==> config.mk <==
export PLATFORM = sky130hd
export DESIGN_NAME = ahrs_status_word_decoder
export DESIGN_NICKNAME = d
export VERILOG_FILES = /design/src/include/ahrs_pkg.sv /design/src/include/ind_if.sv /design/src/hw/event_flags.sv /design/src/hw/status_decoder.sv /design/src/hw/ahrs_status_word_decoder.sv
export SDC_FILE = /design/constraint.sdc
export NUM_CORES = 1
export LEC_CHECK = 0
export BUFFER_PORTS_ARGS = -buffer_cell sky130_fd_sc_hd__buf_2
export CAP_MARGIN = 20
export CORE_AREA = 4 4 122 124
export CTS_CLUSTER_DIAMETER = 30
export DETAILED_ROUTE_END_ITERATION = 10
export DIE_AREA = 0 0 126 128
export SYNTH_ARGS = -nofsm -noshare
export SYNTH_HDL_FRONTEND = slang
export SYNTH_SLANG_ARGS = --single-unit
export TNS_END_PERCENT = 10
==> constraint.sdc <==
create_clock -name hclk -period 2.94 [get_ports hclk]
set_input_delay 0.441 -clock hclk [delete_from_list [all_inputs] [get_ports hclk]]
set_output_delay 0.441 -clock hclk [all_outputs]
set_load 0.005 [all_outputs]
==> src/include/ahrs_pkg.sv <==
// constants and types shared by the status word decoder and its top level
// assumes 32-bit ARINC words stored with word bit 1 at index 0
package ahrs_pkg;
  // received label byte of the status word (octal 270)
  localparam logic [7:0] STATUS_LABEL = 8'hb8;
  localparam int unsigned LABEL_W     = 8;
  // word bit n sits at index n-1
  localparam int unsigned IDX_ALIGN    = 10;
  localparam int unsigned IDX_BIT12    = 11;
  localparam int unsigned IDX_MODE_LSB = 12;
  localparam int unsigned IDX_HDG      = 13;
  localparam int unsigned IDX_ATT      = 14;
  localparam int unsigned IDX_MODE_MSB = 15;
  localparam int unsigned IDX_HEALTH   = 18;
  localparam logic [3:0] MODE_CODE_STANDBY  = 4'h6;
  localparam logic [3:0] MODE_CODE_SLAVED   = 4'h0;
  localparam logic [3:0] MODE_CODE_FREE     = 4'h4;
  localparam logic [3:0] MODE_CODE_COMPASS  = 4'h2;
  localparam logic [3:0] MODE_CODE_CAL      = 4'h8;
  localparam logic [3:0] MODE_CODE_HARMONIZ = 4'h1;
  typedef enum logic [1:0] {profile_a, profile_b, profile_c} profile_t;
  localparam logic [1:0] PROFILE_RSVD = 2'h3;
  typedef enum logic [1:0] {src_none, src_429_low, src_429_high, src_other} hdg_src_t;
  typedef enum logic [2:0] {
    mode_standby, mode_slaved, mode_free_gyro, mode_compass,
    mode_compass_cal, software_alignment_harmonizing, mode_unknown
  } op_mode_t;
  // register byte offsets
  localparam int unsigned ADDR_W = 8;
  localparam logic [7:0] ADDR_CTRL   = 8'h00;
  localparam logic [7:0] ADDR_STATUS = 8'h04;
  localparam logic [7:0] ADDR_WORD   = 8'h08;
  localparam logic [7:0] ADDR_ISTAT  = 8'h0c;
  localparam logic [7:0] ADDR_IMASK  = 8'h10;
  localparam logic [7:0] ADDR_COUNT  = 8'h14;
  localparam int unsigned CTRL_PROF_LSB = 0;
  localparam int unsigned CTRL_SRC_LSB  = 2;
  localparam int unsigned ST_VALID = 0, ST_ALIGN = 1, ST_SLAVED = 2, ST_FREE = 3;
  localparam int unsigned ST_ATT_INV = 4, ST_ATT_ONLY = 5, ST_FES = 6, ST_FAIL = 7;
  localparam int unsigned ST_UNKNOWN = 8, ST_MODE_LSB = 12, ST_FIELD_LSB = 16;
  localparam int unsigned EVT_WORD = 0, EVT_ALIGN = 1, EVT_SLAVE = 2, EVT_ATT = 3;
  localparam int unsigned EVT_MODE = 4, EVT_UNKNOWN = 5, EVT_FAIL = 6, EVT_N = 7;
  localparam logic [2:0] HSIZE_WORD = 3'h2;
  localparam int unsigned HTRANS_ACTIVE = 1;
  localparam logic [31:0] RD_ZERO = 32'h0;

  function automatic op_mode_t mode_lookup(input logic [3:0] f);
    case (f)
      MODE_CODE_STANDBY:  mode_lookup = mode_standby;
      MODE_CODE_SLAVED:   mode_lookup = mode_slaved;
      MODE_CODE_FREE:     mode_lookup = mode_free_gyro;
      MODE_CODE_COMPASS:  mode_lookup = mode_compass;
      MODE_CODE_CAL:      mode_lookup = mode_compass_cal;
      MODE_CODE_HARMONIZ: mode_lookup = software_alignment_harmonizing;
      default:            mode_lookup = mode_unknown;
    endcase
  endfunction

  function automatic logic is_arinc_src(input hdg_src_t s);
    is_arinc_src = (s == src_429_low) || (s == src_429_high);
  endfunction
endpackage

==> src/include/ind_if.sv <==
// carries one status word and its decoded indications between top and decoder
// assumes both ends on the same clock; the decoder side is purely combinational
`timescale 1ns/1ps
`default_nettype none
interface ind_if;
  import ahrs_pkg::*;
  logic [31:0] word;
  profile_t    profile;
  logic        aligning;
  logic        slaved;
  logic        free_gyro;
  logic        att_invalid;
  logic        att_only;
  logic        fast_erect;
  logic        fail;
  logic        unknown;
  logic [3:0]  field;
  op_mode_t    mode;
  modport dec (input word, profile,
               output aligning, slaved, free_gyro, att_invalid, att_only,
               fast_erect, fail, unknown, field, mode);
  modport top (output word, profile,
               input aligning, slaved, free_gyro, att_invalid, att_only,
               fast_erect, fail, unknown, field, mode);
endinterface
`default_nettype wire

==> src/hw/event_flags.sv <==
// sticky event flags with mask and one level interrupt
// assumes clr is a one-cycle pulse from a status read on the same clock
`timescale 1ns/1ps
`default_nettype none
module event_flags #(
  parameter int unsigned N = 4
) (
  input  wire logic         clk,
  input  wire logic         rst_n,
  input  wire logic [N-1:0] evt,
  input  wire logic         clr,
  input  wire logic [N-1:0] mask,
  output logic      [N-1:0] stat,
  output logic              irq
);
  genvar i;
  generate
    for (i = 0; i < N; i++) begin : g_flag
      // an event in the clearing cycle survives the clear
      always_ff @(posedge clk or negedge rst_n) begin
        if (!rst_n) begin
          stat[i] <= 1'b0;
        end else begin
          stat[i] <= evt[i] | (stat[i] & ~clr);
        end
      end
    end
  endgenerate
  assign irq = |(stat & mask);
endmodule
`default_nettype wire

==> src/hw/status_decoder.sv <==
// combinational decode of one status word under the selected profile
// assumes the top level latches the outputs only for accepted words
`timescale 1ns/1ps
`default_nettype none
module status_decoder
  import ahrs_pkg::*;
(
  ind_if.dec d
);
  wire logic     is_b;
  wire logic     is_c;
  wire logic [3:0] raw_field;
  wire op_mode_t looked;
  assign is_b = d.profile == profile_b;
  assign is_c = d.profile == profile_c;
  assign raw_field = d.word[IDX_MODE_MSB:IDX_MODE_LSB];
  assign looked = mode_lookup(raw_field);
  assign d.aligning = d.word[IDX_ALIGN];
  // in the mode-field profile heading state comes from the mode code only
  assign d.slaved = is_c ? (looked == mode_slaved) : d.word[IDX_HDG];
  assign d.free_gyro = is_c ? (looked == mode_free_gyro) : !d.word[IDX_HDG];
  assign d.att_invalid = !is_c && d.word[IDX_ATT];
  assign d.att_only = is_b && d.word[IDX_BIT12];
  assign d.fast_erect = is_c && d.word[IDX_BIT12];
  assign d.field = is_c ? raw_field : 4'h0;
  assign d.mode = is_c ? looked : mode_unknown;
  assign d.unknown = is_c && (looked == mode_unknown);
  assign d.fail = is_c && d.word[IDX_HEALTH];
endmodule
`default_nettype wire

==> src/hw/ahrs_status_word_decoder.sv <==
// top level: AHB-Lite register slave, label filter and indication latches
// assumes rx_word/rx_valid come from an ARINC receiver on hclk
// assumes a single-slave bus so hready equals our hreadyout
`timescale 1ns/1ps
`default_nettype none
module ahrs_status_word_decoder
  import ahrs_pkg::*;
#(
  parameter int unsigned CNT_W = 16,
  parameter logic [7:0]  LABEL = STATUS_LABEL
) (
  input  wire logic        hclk,
  input  wire logic        hresetn,
  input  wire logic        hsel,
  input  wire logic [31:0] haddr,
  input  wire logic [1:0]  htrans,
  input  wire logic        hwrite,
  input  wire logic [2:0]  hsize,
  input  wire logic [31:0] hwdata,
  input  wire logic        hready,
  output logic             hreadyout,
  output logic             hresp,
  output logic      [31:0] hrdata,
  input  wire logic [31:0] rx_word,
  input  wire logic        rx_valid,
  output logic             status_valid,
  output logic             align_in_progress,
  output logic             heading_slaved,
  output logic             free_gyro_heading,
  output logic             attitude_invalid,
  output logic             attitude_or_navigation_select,
  output logic             fast_erect_indication,
  output logic             health_pass_fail,
  output logic             mode_unknown_flag,
  output logic      [2:0]  op_mode,
  output logic      [3:0]  mode_field,
  output logic             irq
);

  if (CNT_W < 1 || CNT_W > 16) begin : g_bad_cnt
    $error("CNT_W must lie between 1 and 16");
  end

  // ---- bus address phase capture
  logic              dp_valid_q;
  logic              dp_write_q;
  logic              dp_word_q;
  logic [ADDR_W-1:0] dp_addr_q;
  wire logic         take;

  assign take = hsel && htrans[HTRANS_ACTIVE] && hready;

  always_ff @(posedge hclk or negedge hresetn) begin
    if (!hresetn) begin
      dp_valid_q <= 1'b0;
      dp_write_q <= 1'b0;
      dp_word_q  <= 1'b0;
      dp_addr_q  <= '0;
    end else if (hready) begin
      dp_valid_q <= take;
      dp_write_q <= hwrite;
      dp_word_q  <= hsize == HSIZE_WORD;
      dp_addr_q  <= haddr[ADDR_W-1:0];
    end
  end

  // never waits, never errors
  assign hreadyout = 1'b1;
  assign hresp     = 1'b0;

  // narrower writes are ignored rather than merged into the word
  wire logic wr_en;
  wire logic rd_en;
  wire logic wr_ctrl;
  wire logic wr_mask;
  wire logic rd_istat;
  assign wr_en    = dp_valid_q && dp_write_q && dp_word_q;
  assign rd_en    = dp_valid_q && !dp_write_q;
  assign wr_ctrl  = wr_en && dp_addr_q == ADDR_CTRL;
  assign wr_mask  = wr_en && dp_addr_q == ADDR_IMASK;
  assign rd_istat = rd_en && dp_addr_q == ADDR_ISTAT;

  // ---- configuration
  profile_t       prof_q;
  hdg_src_t       src_q;
  logic [EVT_N-1:0] mask_q;
  wire hdg_src_t  new_src;
  wire logic [1:0] new_prof;
  wire logic      prof_ok;

  assign new_src  = hdg_src_t'(hwdata[CTRL_SRC_LSB +: 2]);
  assign new_prof = hwdata[CTRL_PROF_LSB +: 2];
  // a profile write only lands while the new source is an ARINC input
  assign prof_ok  = is_arinc_src(new_src) && new_prof != PROFILE_RSVD;

  always_ff @(posedge hclk or negedge hresetn) begin
    if (!hresetn) begin
      prof_q <= profile_a;
      src_q  <= src_none;
      mask_q <= '0;
    end else begin
      if (wr_ctrl) begin
        src_q <= new_src;
      end
      if (wr_ctrl && prof_ok) begin
        prof_q <= profile_t'(new_prof);
      end
      if (wr_mask) begin
        mask_q <= hwdata[EVT_N-1:0];
      end
    end
  end

  // ---- word acceptance
  wire logic label_hit;
  wire logic decode_on;
  wire logic accept;
  wire logic ignored;

  assign label_hit = rx_valid && rx_word[LABEL_W-1:0] == LABEL;
  assign decode_on = is_arinc_src(src_q);
  assign accept    = label_hit && decode_on;
  assign ignored   = label_hit && !decode_on;

  ind_if dif ();
  assign dif.word    = rx_word;
  assign dif.profile = prof_q;

  status_decoder u_dec (
    .d (dif.dec)
  );

  // ---- held indications
  logic        valid_q;
  logic        align_q;
  logic        slaved_q;
  logic        free_q;
  logic        att_inv_q;
  logic        att_only_q;
  logic        fes_q;
  logic        fail_q;
  logic        unknown_q;
  op_mode_t    mode_q;
  logic [3:0]  field_q;
  logic [31:0] word_q;

  // indications only move on an accepted word, so a profile change or a
  // source change leaves the last picture standing
  always_ff @(posedge hclk or negedge hresetn) begin
    if (!hresetn) begin
      valid_q    <= 1'b0;
      align_q    <= 1'b0;
      slaved_q   <= 1'b0;
      free_q     <= 1'b0;
      att_inv_q  <= 1'b0;
      att_only_q <= 1'b0;
      fes_q      <= 1'b0;
      fail_q     <= 1'b0;
      unknown_q  <= 1'b0;
      mode_q     <= mode_unknown;
      field_q    <= 4'h0;
      word_q     <= 32'h0;
    end else if (accept) begin
      valid_q    <= 1'b1;
      align_q    <= dif.aligning;
      slaved_q   <= dif.slaved;
      free_q     <= dif.free_gyro;
      att_inv_q  <= dif.att_invalid;
      att_only_q <= dif.att_only;
      fes_q      <= dif.fast_erect;
      fail_q     <= dif.fail;
      unknown_q  <= dif.unknown;
      mode_q     <= dif.mode;
      field_q    <= dif.field;
      word_q     <= rx_word;
    end
  end

  assign status_valid                  = valid_q;
  assign align_in_progress             = align_q;
  assign heading_slaved                = slaved_q;
  assign free_gyro_heading             = free_q;
  assign attitude_invalid              = att_inv_q;
  assign attitude_or_navigation_select = att_only_q;
  assign fast_erect_indication         = fes_q;
  assign health_pass_fail              = fail_q;
  assign mode_unknown_flag             = unknown_q;
  assign op_mode                       = mode_q;
  assign mode_field                    = field_q;

  // ---- events
  // change events need a previous word to compare against
  wire logic [EVT_N-1:0] evt;
  assign evt[EVT_WORD]    = accept;
  assign evt[EVT_ALIGN]   = accept && valid_q && dif.aligning != align_q;
  assign evt[EVT_SLAVE]   = accept && valid_q && dif.slaved != slaved_q;
  assign evt[EVT_ATT]     = accept && valid_q && dif.att_invalid != att_inv_q;
  assign evt[EVT_MODE]    = accept && valid_q && dif.mode != mode_q;
  assign evt[EVT_UNKNOWN] = accept && dif.unknown;
  assign evt[EVT_FAIL]    = accept && dif.fail;

  logic [EVT_N-1:0] istat;

  event_flags #(
    .N (EVT_N)
  ) u_flags (
    .clk   (hclk),
    .rst_n (hresetn),
    .evt   (evt),
    .clr   (rd_istat),
    .mask  (mask_q),
    .stat  (istat),
    .irq   (irq)
  );

  // ---- counters, wrapping
  logic [CNT_W-1:0] acc_cnt_q;
  logic [CNT_W-1:0] ign_cnt_q;

  always_ff @(posedge hclk or negedge hresetn) begin
    if (!hresetn) begin
      acc_cnt_q <= '0;
      ign_cnt_q <= '0;
    end else begin
      if (accept) begin
        acc_cnt_q <= acc_cnt_q + 1'b1;
      end
      if (ignored) begin
        ign_cnt_q <= ign_cnt_q + 1'b1;
      end
    end
  end

  // ---- read mux
  wire logic [31:0] ctrl_rd;
  wire logic [31:0] status_rd;
  wire logic [31:0] count_rd;
  wire logic [31:0] sel_rd;

  assign ctrl_rd = (32'(prof_q) << CTRL_PROF_LSB)
                 | (32'(src_q) << CTRL_SRC_LSB);

  assign status_rd = (32'(valid_q) << ST_VALID)
                   | (32'(align_q) << ST_ALIGN)
                   | (32'(slaved_q) << ST_SLAVED)
                   | (32'(free_q) << ST_FREE)
                   | (32'(att_inv_q) << ST_ATT_INV)
                   | (32'(att_only_q) << ST_ATT_ONLY)
                   | (32'(fes_q) << ST_FES)
                   | (32'(fail_q) << ST_FAIL)
                   | (32'(unknown_q) << ST_UNKNOWN)
                   | (32'(mode_q) << ST_MODE_LSB)
                   | (32'(field_q) << ST_FIELD_LSB);

  // ignored count sits in the upper half of the count register
  localparam int unsigned IGN_LSB = 16;
  assign count_rd = (32'(ign_cnt_q) << IGN_LSB) | 32'(acc_cnt_q);

  assign sel_rd = (dp_addr_q == ADDR_CTRL)   ? ctrl_rd
                : (dp_addr_q == ADDR_STATUS) ? status_rd
                : (dp_addr_q == ADDR_WORD)   ? word_q
                : (dp_addr_q == ADDR_ISTAT)  ? 32'(istat)
                : (dp_addr_q == ADDR_IMASK)  ? 32'(mask_q)
                : (dp_addr_q == ADDR_COUNT)  ? count_rd
                : RD_ZERO;

  // data phase reads the live registers, so a write just before is seen
  assign hrdata = rd_en ? sel_rd : RD_ZERO;

endmodule
`default_nettype wire

==> results of run 1 <==
==> flip-flops by register name, indices dropped and copies added (netlist names), 3 cells and up <==
name / cells
ign_cnt_q: 16
dp_addr_q: 8
u_flags.stat: 7
op_mode: 3
mask_q: 7
acc_cnt_q: 16
mode_field: 4
word_q: 32
==> per-stage QoR <==
stage / power (uW) / hold slack, ns / utilization [%]
global route: 3120 / 0.168 / 46.4
CTS: 3020 / 0.140 / 46.4
detailed placement: 1880 / 0.455 / 44.4
floorplan: 1750 / 0.145 / -
global placement: 1870 / 0.453 / 44.4
finish: 2980 / 0.119 / 46.4
==> worst register-to-register path: stages (launching register included) <==
cell       delay [ns]
dfrtp_1          0.44
nand2b_1         0.25
a2111oi_0        0.66
xor2_1           0.13
nor3_1           0.29
o21ai_0          0.11
==> layout make-up <==
type | count | area [sq um]
clock buffer | 12 | 246
clock inverter | 3 | 22.5
fill | 1342 | 7380
inverter | 6 | 22.5
multi-input combinational | 425 | 2520
sequential | 108 | 2710
tap | 180 | 225
timing repair buffer | 120 | 653
==> cells by family (layout without fill, tap and decap cells) <==
kind of cell	count (synthesis)	after routing	synth area share (%)
simple gates	280	280	25.0
fa+ha+maj	2	2	0.465
mux	26	26	5.28
xor+xnor	38	38	6.32
buf+inv	38	141	3.14
other cells	2	2	0.139
compound gates	77	77	9.44
flops	108	108	50.2
==> timing repair <==
| item | 4_1_cts | 5_1_grt |
|---|---|---|
| setup buffers | 0 | 0 |
| gates resized for setup | 2 | 0 |
| setup endpoints to repair | 2 | 0 |
==> metal layers <==
| metal | wire length, microns | GRT usage [%] |
|---|---|---|
| met5 | 0 | 0 |
| met4 | 381 | 7.70 |
| met3 | 808 | 3.83 |
| met2 | 6580 | 27.8 |
| met1 | 6600 | 25.2 |
==> power by group <==
group	internal, uW	leakage [uW]	switching (uW)
Clock	598	0.000133	531
Combinational	117	0.00163	154
Sequential	1530	0.00140	51.3
==> layout by cell type (no fill, tap or decap), types with 8 or more instances in the layout <==
cell	synthesis	routed
nand2_1	137	137
dfrtp_1	106	106
buf_2	9	104
nor2_1	44	44
a22oi_1	27	27
o21ai_0	20	20
xnor2_1	20	20
nand3_1	19	19
mux2_2	19	19
xor2_1	17	17
buf_4	4	15
nor3_1	14	14
a21oi_1	12	12
clkbuf_16	0	9
and3_1	8	8
==> how the worst min path moves through the flow <==
stage | startpoint | endpoint | slack [ns] | cells past startpoint
detailed placement | word_q[3] | word_q[3] | 0.45 | 1
CTS | hresetn | word_q[9] | 0.14 | 1
floorplan | hresetn | acc_cnt_q[0] | 0.15 | 0
global route | hresetn | acc_cnt_q[7] | 0.17 | 1
global placement | word_q[7] | word_q[7] | 0.45 | 1
finish | hresetn | acc_cnt_q[9] | 0.12 | 1
==> summary.txt, run 1 <==
Yosys
  – Count leader, synth: nand2_1
  – Mapped Area: 5380 sq um
  – Yosys top cell by area: dfrtp_1
  – Yosys reg bits: ~110
  – Syn_nets: 680
  – Share of the synthesized area in the top cell type: between 40% and 50%
  – Async SR Flop Fraction: 100%
  – Post-synth EDFFs: 0
  – Commonest cells in the netlist: nand2_1, dfrtp_1, nor2_1
  – Syn avg cell area: 9.43 sq um
  – Synth Instances: about 570
  – Synth unique cells: 54
  – Ys flop type: dfrtp_1
  – Synth warn: 0
  – Top post-synthesis cells by area: dfrtp_1, nand2_1, mux2_2, a22oi_1, xnor2_1
  – Sequential area share after synthesis: 50.2%

Timing
  – Max-slew violation count: 0
  – Worst-Margin Slew: 0.795 ns
  – RSZ-0062 raised after global routing: false
  – PnR worst setup slack: 0.196 ns
  – Endpoints failing setup: 0
  – Fin. Hold Viols: 0
  – Clock skew: 0.00691 ns
  – Final min period: 2.74 ns
  – Final period utilization: 93.3%
  – Total Neg Setup Slack: 0 ns
  – Rel. slew slack: a little under half
  – Fmax: 364 MHz

Setup path
  – Reg-to-reg slack, setup: between 0.9 and 1 ns
  – Worst Path Arrival: ~2.3 ns
  – CP Launch Type: flip-flop
  – Crit path capture: hrdata[11]
  – Critical Path RT: 2.50 ns
  – R2R Path Start: dif.profile[0]
  – WP depth: 7
  – Worst path max stage delay: 0.44 ns
  – Worst path bufs/invs: 2
  – Critical Path Slowest Stage Cell: or3_1
  – CP Class: reg -> out
  – CP Launch Point: dp_addr_q[1]
  – Kind of end point of the critical path: output pin
  – Worst path cell trace: nor2_1 > nand2_1 > or3_1 > nand2_1 > buf_4 > nor2_1 > buf_2
  – Crit path max-delay family: simple AND/OR/NAND/NOR gates
  – Worst R2R End: u_flags.stat[4]
  – Register-to-Register Path Depth: 5
  – Crit path max fanout: 16

Placed design
  – Final HPWL DP: 10600 microns
  – Placer Congestion: around 0.90
  – Pre-CTS setup slack: 0.302 ns
  – Port bufs: 105
  – Cell Area, Placed: 6120 sq um
  – Placed Cells: 839

Global route
  – Largest net degree at the start of global routing: 61
  – Initial antenna violation count: 0
  – First-pass GRT wire length: 23400 microns
  – Global route overflow: 0
  – GR Util All Layers: 18.2%
  – Vias in the first global route: 4401

Job
  – Max-Cap Viols: 0

Clock tree
  – Clk sink count: 108
  – Post-CTS Hold Buffers: 0
  – H-tree depth: 3
  – Worst-Skew Late Latency: about 0.35 ns
  – TritonCTS clock tree: done
  – Root buffer cell: clkbuf_16
  – Max Root-Sink Buffers: 2
  – Clk pin slew, worst setup/hold paths: 0.07 ns
  – CTS buffer count: 9

Floorplanning
  – Core Box Area: 13800 sq um
  – Initial Util: 39.1%
  – Die extent in x: roughly 130 microns
  – Row count: 43
  – Die footprint: 16100 sq um
  – Die Y: approximately 130 microns
  – Ports: around 160

Finish
  – Fin cells: 854
  – Synth-to-layout area growth: 18.8%
  – # nets final: 779
  – Ratio of cells with drive above 1 in the final layout: between 20% and 30%
  – Diode count: 0
  – Final instance area: ~6400 sq um

Routing
  – Antenna Nets Post-Route: 0
  – Initial detailed-routing violation count: 332
  – Drt drc: 0
  – Routed vias/inst: 5.33
  – DRT Pass-1 Iters: 5
  – Via count: between 4000 and 5000
  – Drt total wl: ~14000 microns
  – WL/cell: 16.8 microns

Power and ir drop
  – Pwr/cell area: 467 nW/um^2
  – Leak: 0.00316 uW
  – Peak supply drop: 296 uV

Run status
  – Status: completed

Worst hold path
  – Hold crit path type: in -> async
No activity file was read; power rests on OpenSTA's default activity.
==> run 2: changes to the inputs <==
--- a/config.mk
+++ b/config.mk
@@ -7,10 +7,10 @@
 export LEC_CHECK = 0
 export BUFFER_PORTS_ARGS = -buffer_cell sky130_fd_sc_hd__buf_2
 export CAP_MARGIN = 20
-export CORE_AREA = 4 4 122 124
+export CORE_AREA = 4 4 100 150
 export CTS_CLUSTER_DIAMETER = 30
 export DETAILED_ROUTE_END_ITERATION = 10
-export DIE_AREA = 0 0 126 128
+export DIE_AREA = 0 0 104 154
 export SYNTH_ARGS = -nofsm -noshare
 export SYNTH_HDL_FRONTEND = slang
 export SYNTH_SLANG_ARGS = --single-unit
==> summary.txt, run 2 (same netlist as run 1, synthesis figures left out) <==
Finish
  – Reg area: 2710 sq um (unchanged)
  – # nets final: 779 (unchanged)
  – Synth-to-layout area growth: 19.2% (was 18.8%)
  – Diode count: 0 (unchanged)
  – Fillers: 1342 (unchanged)
  – Number of flip-flops under the largest register name: 32 (unchanged)
  – Area of the multi-input gates: 2520 sq um (about the same)
  – Biggest regs: word_q x32, acc_cnt_q x16, ign_cnt_q x16 (unchanged)
  – Register bank with the most flops: word_q (unchanged)
  – Most frequent cells in the layout: nand2_1, dfrtp_1, buf_2 (unchanged)
  – Commonest non-fill, non-tap cell in the layout: nand2_1 (unchanged)
  – Ratio of cells with drive above 1 in the final layout: 25.5% (was 25.2%)

Timing
  – Endpoints failing setup: 0 (unchanged)
  – Worst-Margin Slew: 0.735 ns (was 0.795 ns)
  – Clock skew: 0.00834 ns (was 0.00691 ns)
  – Fmax: 368 MHz (was 364 MHz)
  – Final min period: 2.72 ns (was 2.74 ns)
  – Final period utilization: 92.4% (was 93.3%)
  – Fin. Hold Viols: 0 (unchanged)
  – Total Neg Setup Slack: 0 ns (unchanged)
  – RSZ-0062 raised after global routing: false (unchanged)
  – Max-slew violation count: 0 (unchanged)
  – Rel. slew slack: 50.9% (was 45.6%)

Worst hold path
  – Hold crit path type: in -> async (unchanged)

Setup path
  – Critical Path RT: 2.50 ns (about the same)
  – Crit path max fanout: 16 (unchanged)
  – Kind of end point of the critical path: output pin (unchanged)
  – CP Launch Point: dp_addr_q[1] (unchanged)
  – Register-to-Register Path Depth: 4 (was 5)
  – Worst R2R End: free_gyro_heading (was u_flags.stat[4])
  – Reg-to-reg slack, setup: 0.88 ns (was 0.93 ns)
  – CP Launch Type: flip-flop (unchanged)
  – R2R Path Start: src_q[1] (was dif.profile[0])
  – CP Class: reg -> out (unchanged)
  – Worst Path Arrival: 2.28 ns (was 2.30 ns)
  – Crit path capture: hrdata[20] (was hrdata[11])

Power and ir drop
  – Pwr/cell area: 486 nW/um^2 (was 467 nW/um^2)
  – Leak: 0.00318 uW (was 0.00316 uW)
  – Tot Pwr: 3120 uW (was 2980 uW)
  – Peak supply drop: 245 uV (was 296 uV)

Clock tree
  – Post-CTS setup buffer count: 0 (unchanged)
  – Root buffer cell: clkbuf_16 (unchanged)
  – TritonCTS clock tree: done (unchanged)
  – Clk sink count: 108 (unchanged)
  – Post-CTS Hold Buffers: 0 (unchanged)
  – H-tree depth: 3 (unchanged)
  – Clk pin slew, worst setup/hold paths: 0.07 ns (about the same)
  – CTS buffer count: 9 (unchanged)
  – Gates resized, CTS repair: 1 (was 2)
  – Max Root-Sink Buffers: 2 (unchanged)
  – Worst-Skew Late Latency: 0.35 ns (about the same)

Routing
  – DRT Pass-1 Iters: 5 (unchanged)
  – Drt drc: 0 (unchanged)
  – Initial detailed-routing violation count: 165 (was 332)
  – WL/cell: 17.1 microns (was 16.8 microns)
  – Routed vias/inst: 5.27 (was 5.33)
  – Drt total wl: 14400 microns (about the same)
  – Antenna Nets Post-Route: 0 (unchanged)
  – Via count: 4425 (was 4548)

Floorplanning
  – Core Box Area: 13800 sq um (about the same)
  – Ports: 158 (unchanged)
  – Row count: 53 (was 43)
  – Initial Util: 39.0% (was 39.1%)
  – Die extent in x: 104 microns (was 126 microns)
  – Die Y: 154 microns (was 128 microns)
  – Die footprint: 16000 sq um (was 16100 sq um)

Job
  – Max-Cap Viols: 0 (unchanged)

Global route
  – Vias in the first global route: 4339 (was 4401)
  – First-pass GRT wire length: 23200 microns (was 23400 microns)
  – Global route overflow: 0 (unchanged)
  – Initial antenna violation count: 0 (unchanged)
  – GR Util All Layers: 18.2% (about the same)
  – Largest net degree at the start of global routing: 50 (was 61)

Placed design
  – Final HPWL DP: 11000 microns (was 10600 microns)
  – Port bufs: 105 (unchanged)
  – Placer Congestion: 0.872 (was 0.901)

Run status
  – Status: completed (unchanged)
==> run 2: worst min path at each step <==
| stage | from | end | cells after the start |
|---|---|---|---|
| 2_1_floorplan | hresetn | acc_cnt_q[0] | 0 |
| 3_3_place_gp | word_q[7] | word_q[7] | 1 |
| 3_5_place_dp | word_q[5] | word_q[5] | 1 |
| 4_1_cts | hresetn | word_q[30] | 1 |
| 5_1_grt | hresetn | word_q[30] | 1 |
| 6_report | hresetn | word_q[30] | 1 |
==> run 2: per-layer routing <==
| metal | vias up | wire length [microns] | track usage, % | part of all wire (%) |
|---|---|---|---|---|
| met5 | - | 0 | 0 | 0 |
| met4 | 0 | 281 | 6.46 | 2.0 |
| met3 | 10 | 649 | 3.91 | 4.5 |
| met2 | 118 | 7590 | 31.9 | 53 |
| met1 | 2147 | 5880 | 22.2 | 41 |
| li1 | 2150 | - | - | - |
==> run 2: power by group <==
group	total, uW	internal, uW	switching [uW]	leakage [uW]
logic	264	116	148	0.00163
clock network	1270	700	570	0.000156
registers	1590	1530	54.6	0.00140
==> run 2: per-stage QoR <==
stage	setup slack [ns]	std cells	utilization [%]	area, sq um	hold slack, ns
finish	0.222	840	46.5	6420	0.110
global route	0.0900	840	46.5	6420	0.155
CTS	0.239	840	46.5	6420	0.137
detailed placement	0.274	824	44.2	6100	0.458
global placement	0.318	824	44.2	6100	0.453
floorplan	0.794	571	-	5380	0.145
==> run 2: worst max-delay path, cell delays in order, from the launching register on <==
cell and delay, ns:
dfrtp_1 0.39, nor2_1 0.30, nand2_1 0.20, or3_1 0.47
nand2_1 0.16, buf_4 0.22, nor2_1 0.07, buf_2 0.13
==> run 2: area by class of cell <==
cell class / instances / share of cell area (%)
repair buffers: 120 / 10.2
clock inverters: 6 / 1.19
multi-input cells: 425 / 39.2
flip-flops and latches: 108 / 42.1
inverters: 6 / 0.351
clock buffers: 10 / 3.72
well taps: 165 / 3.22
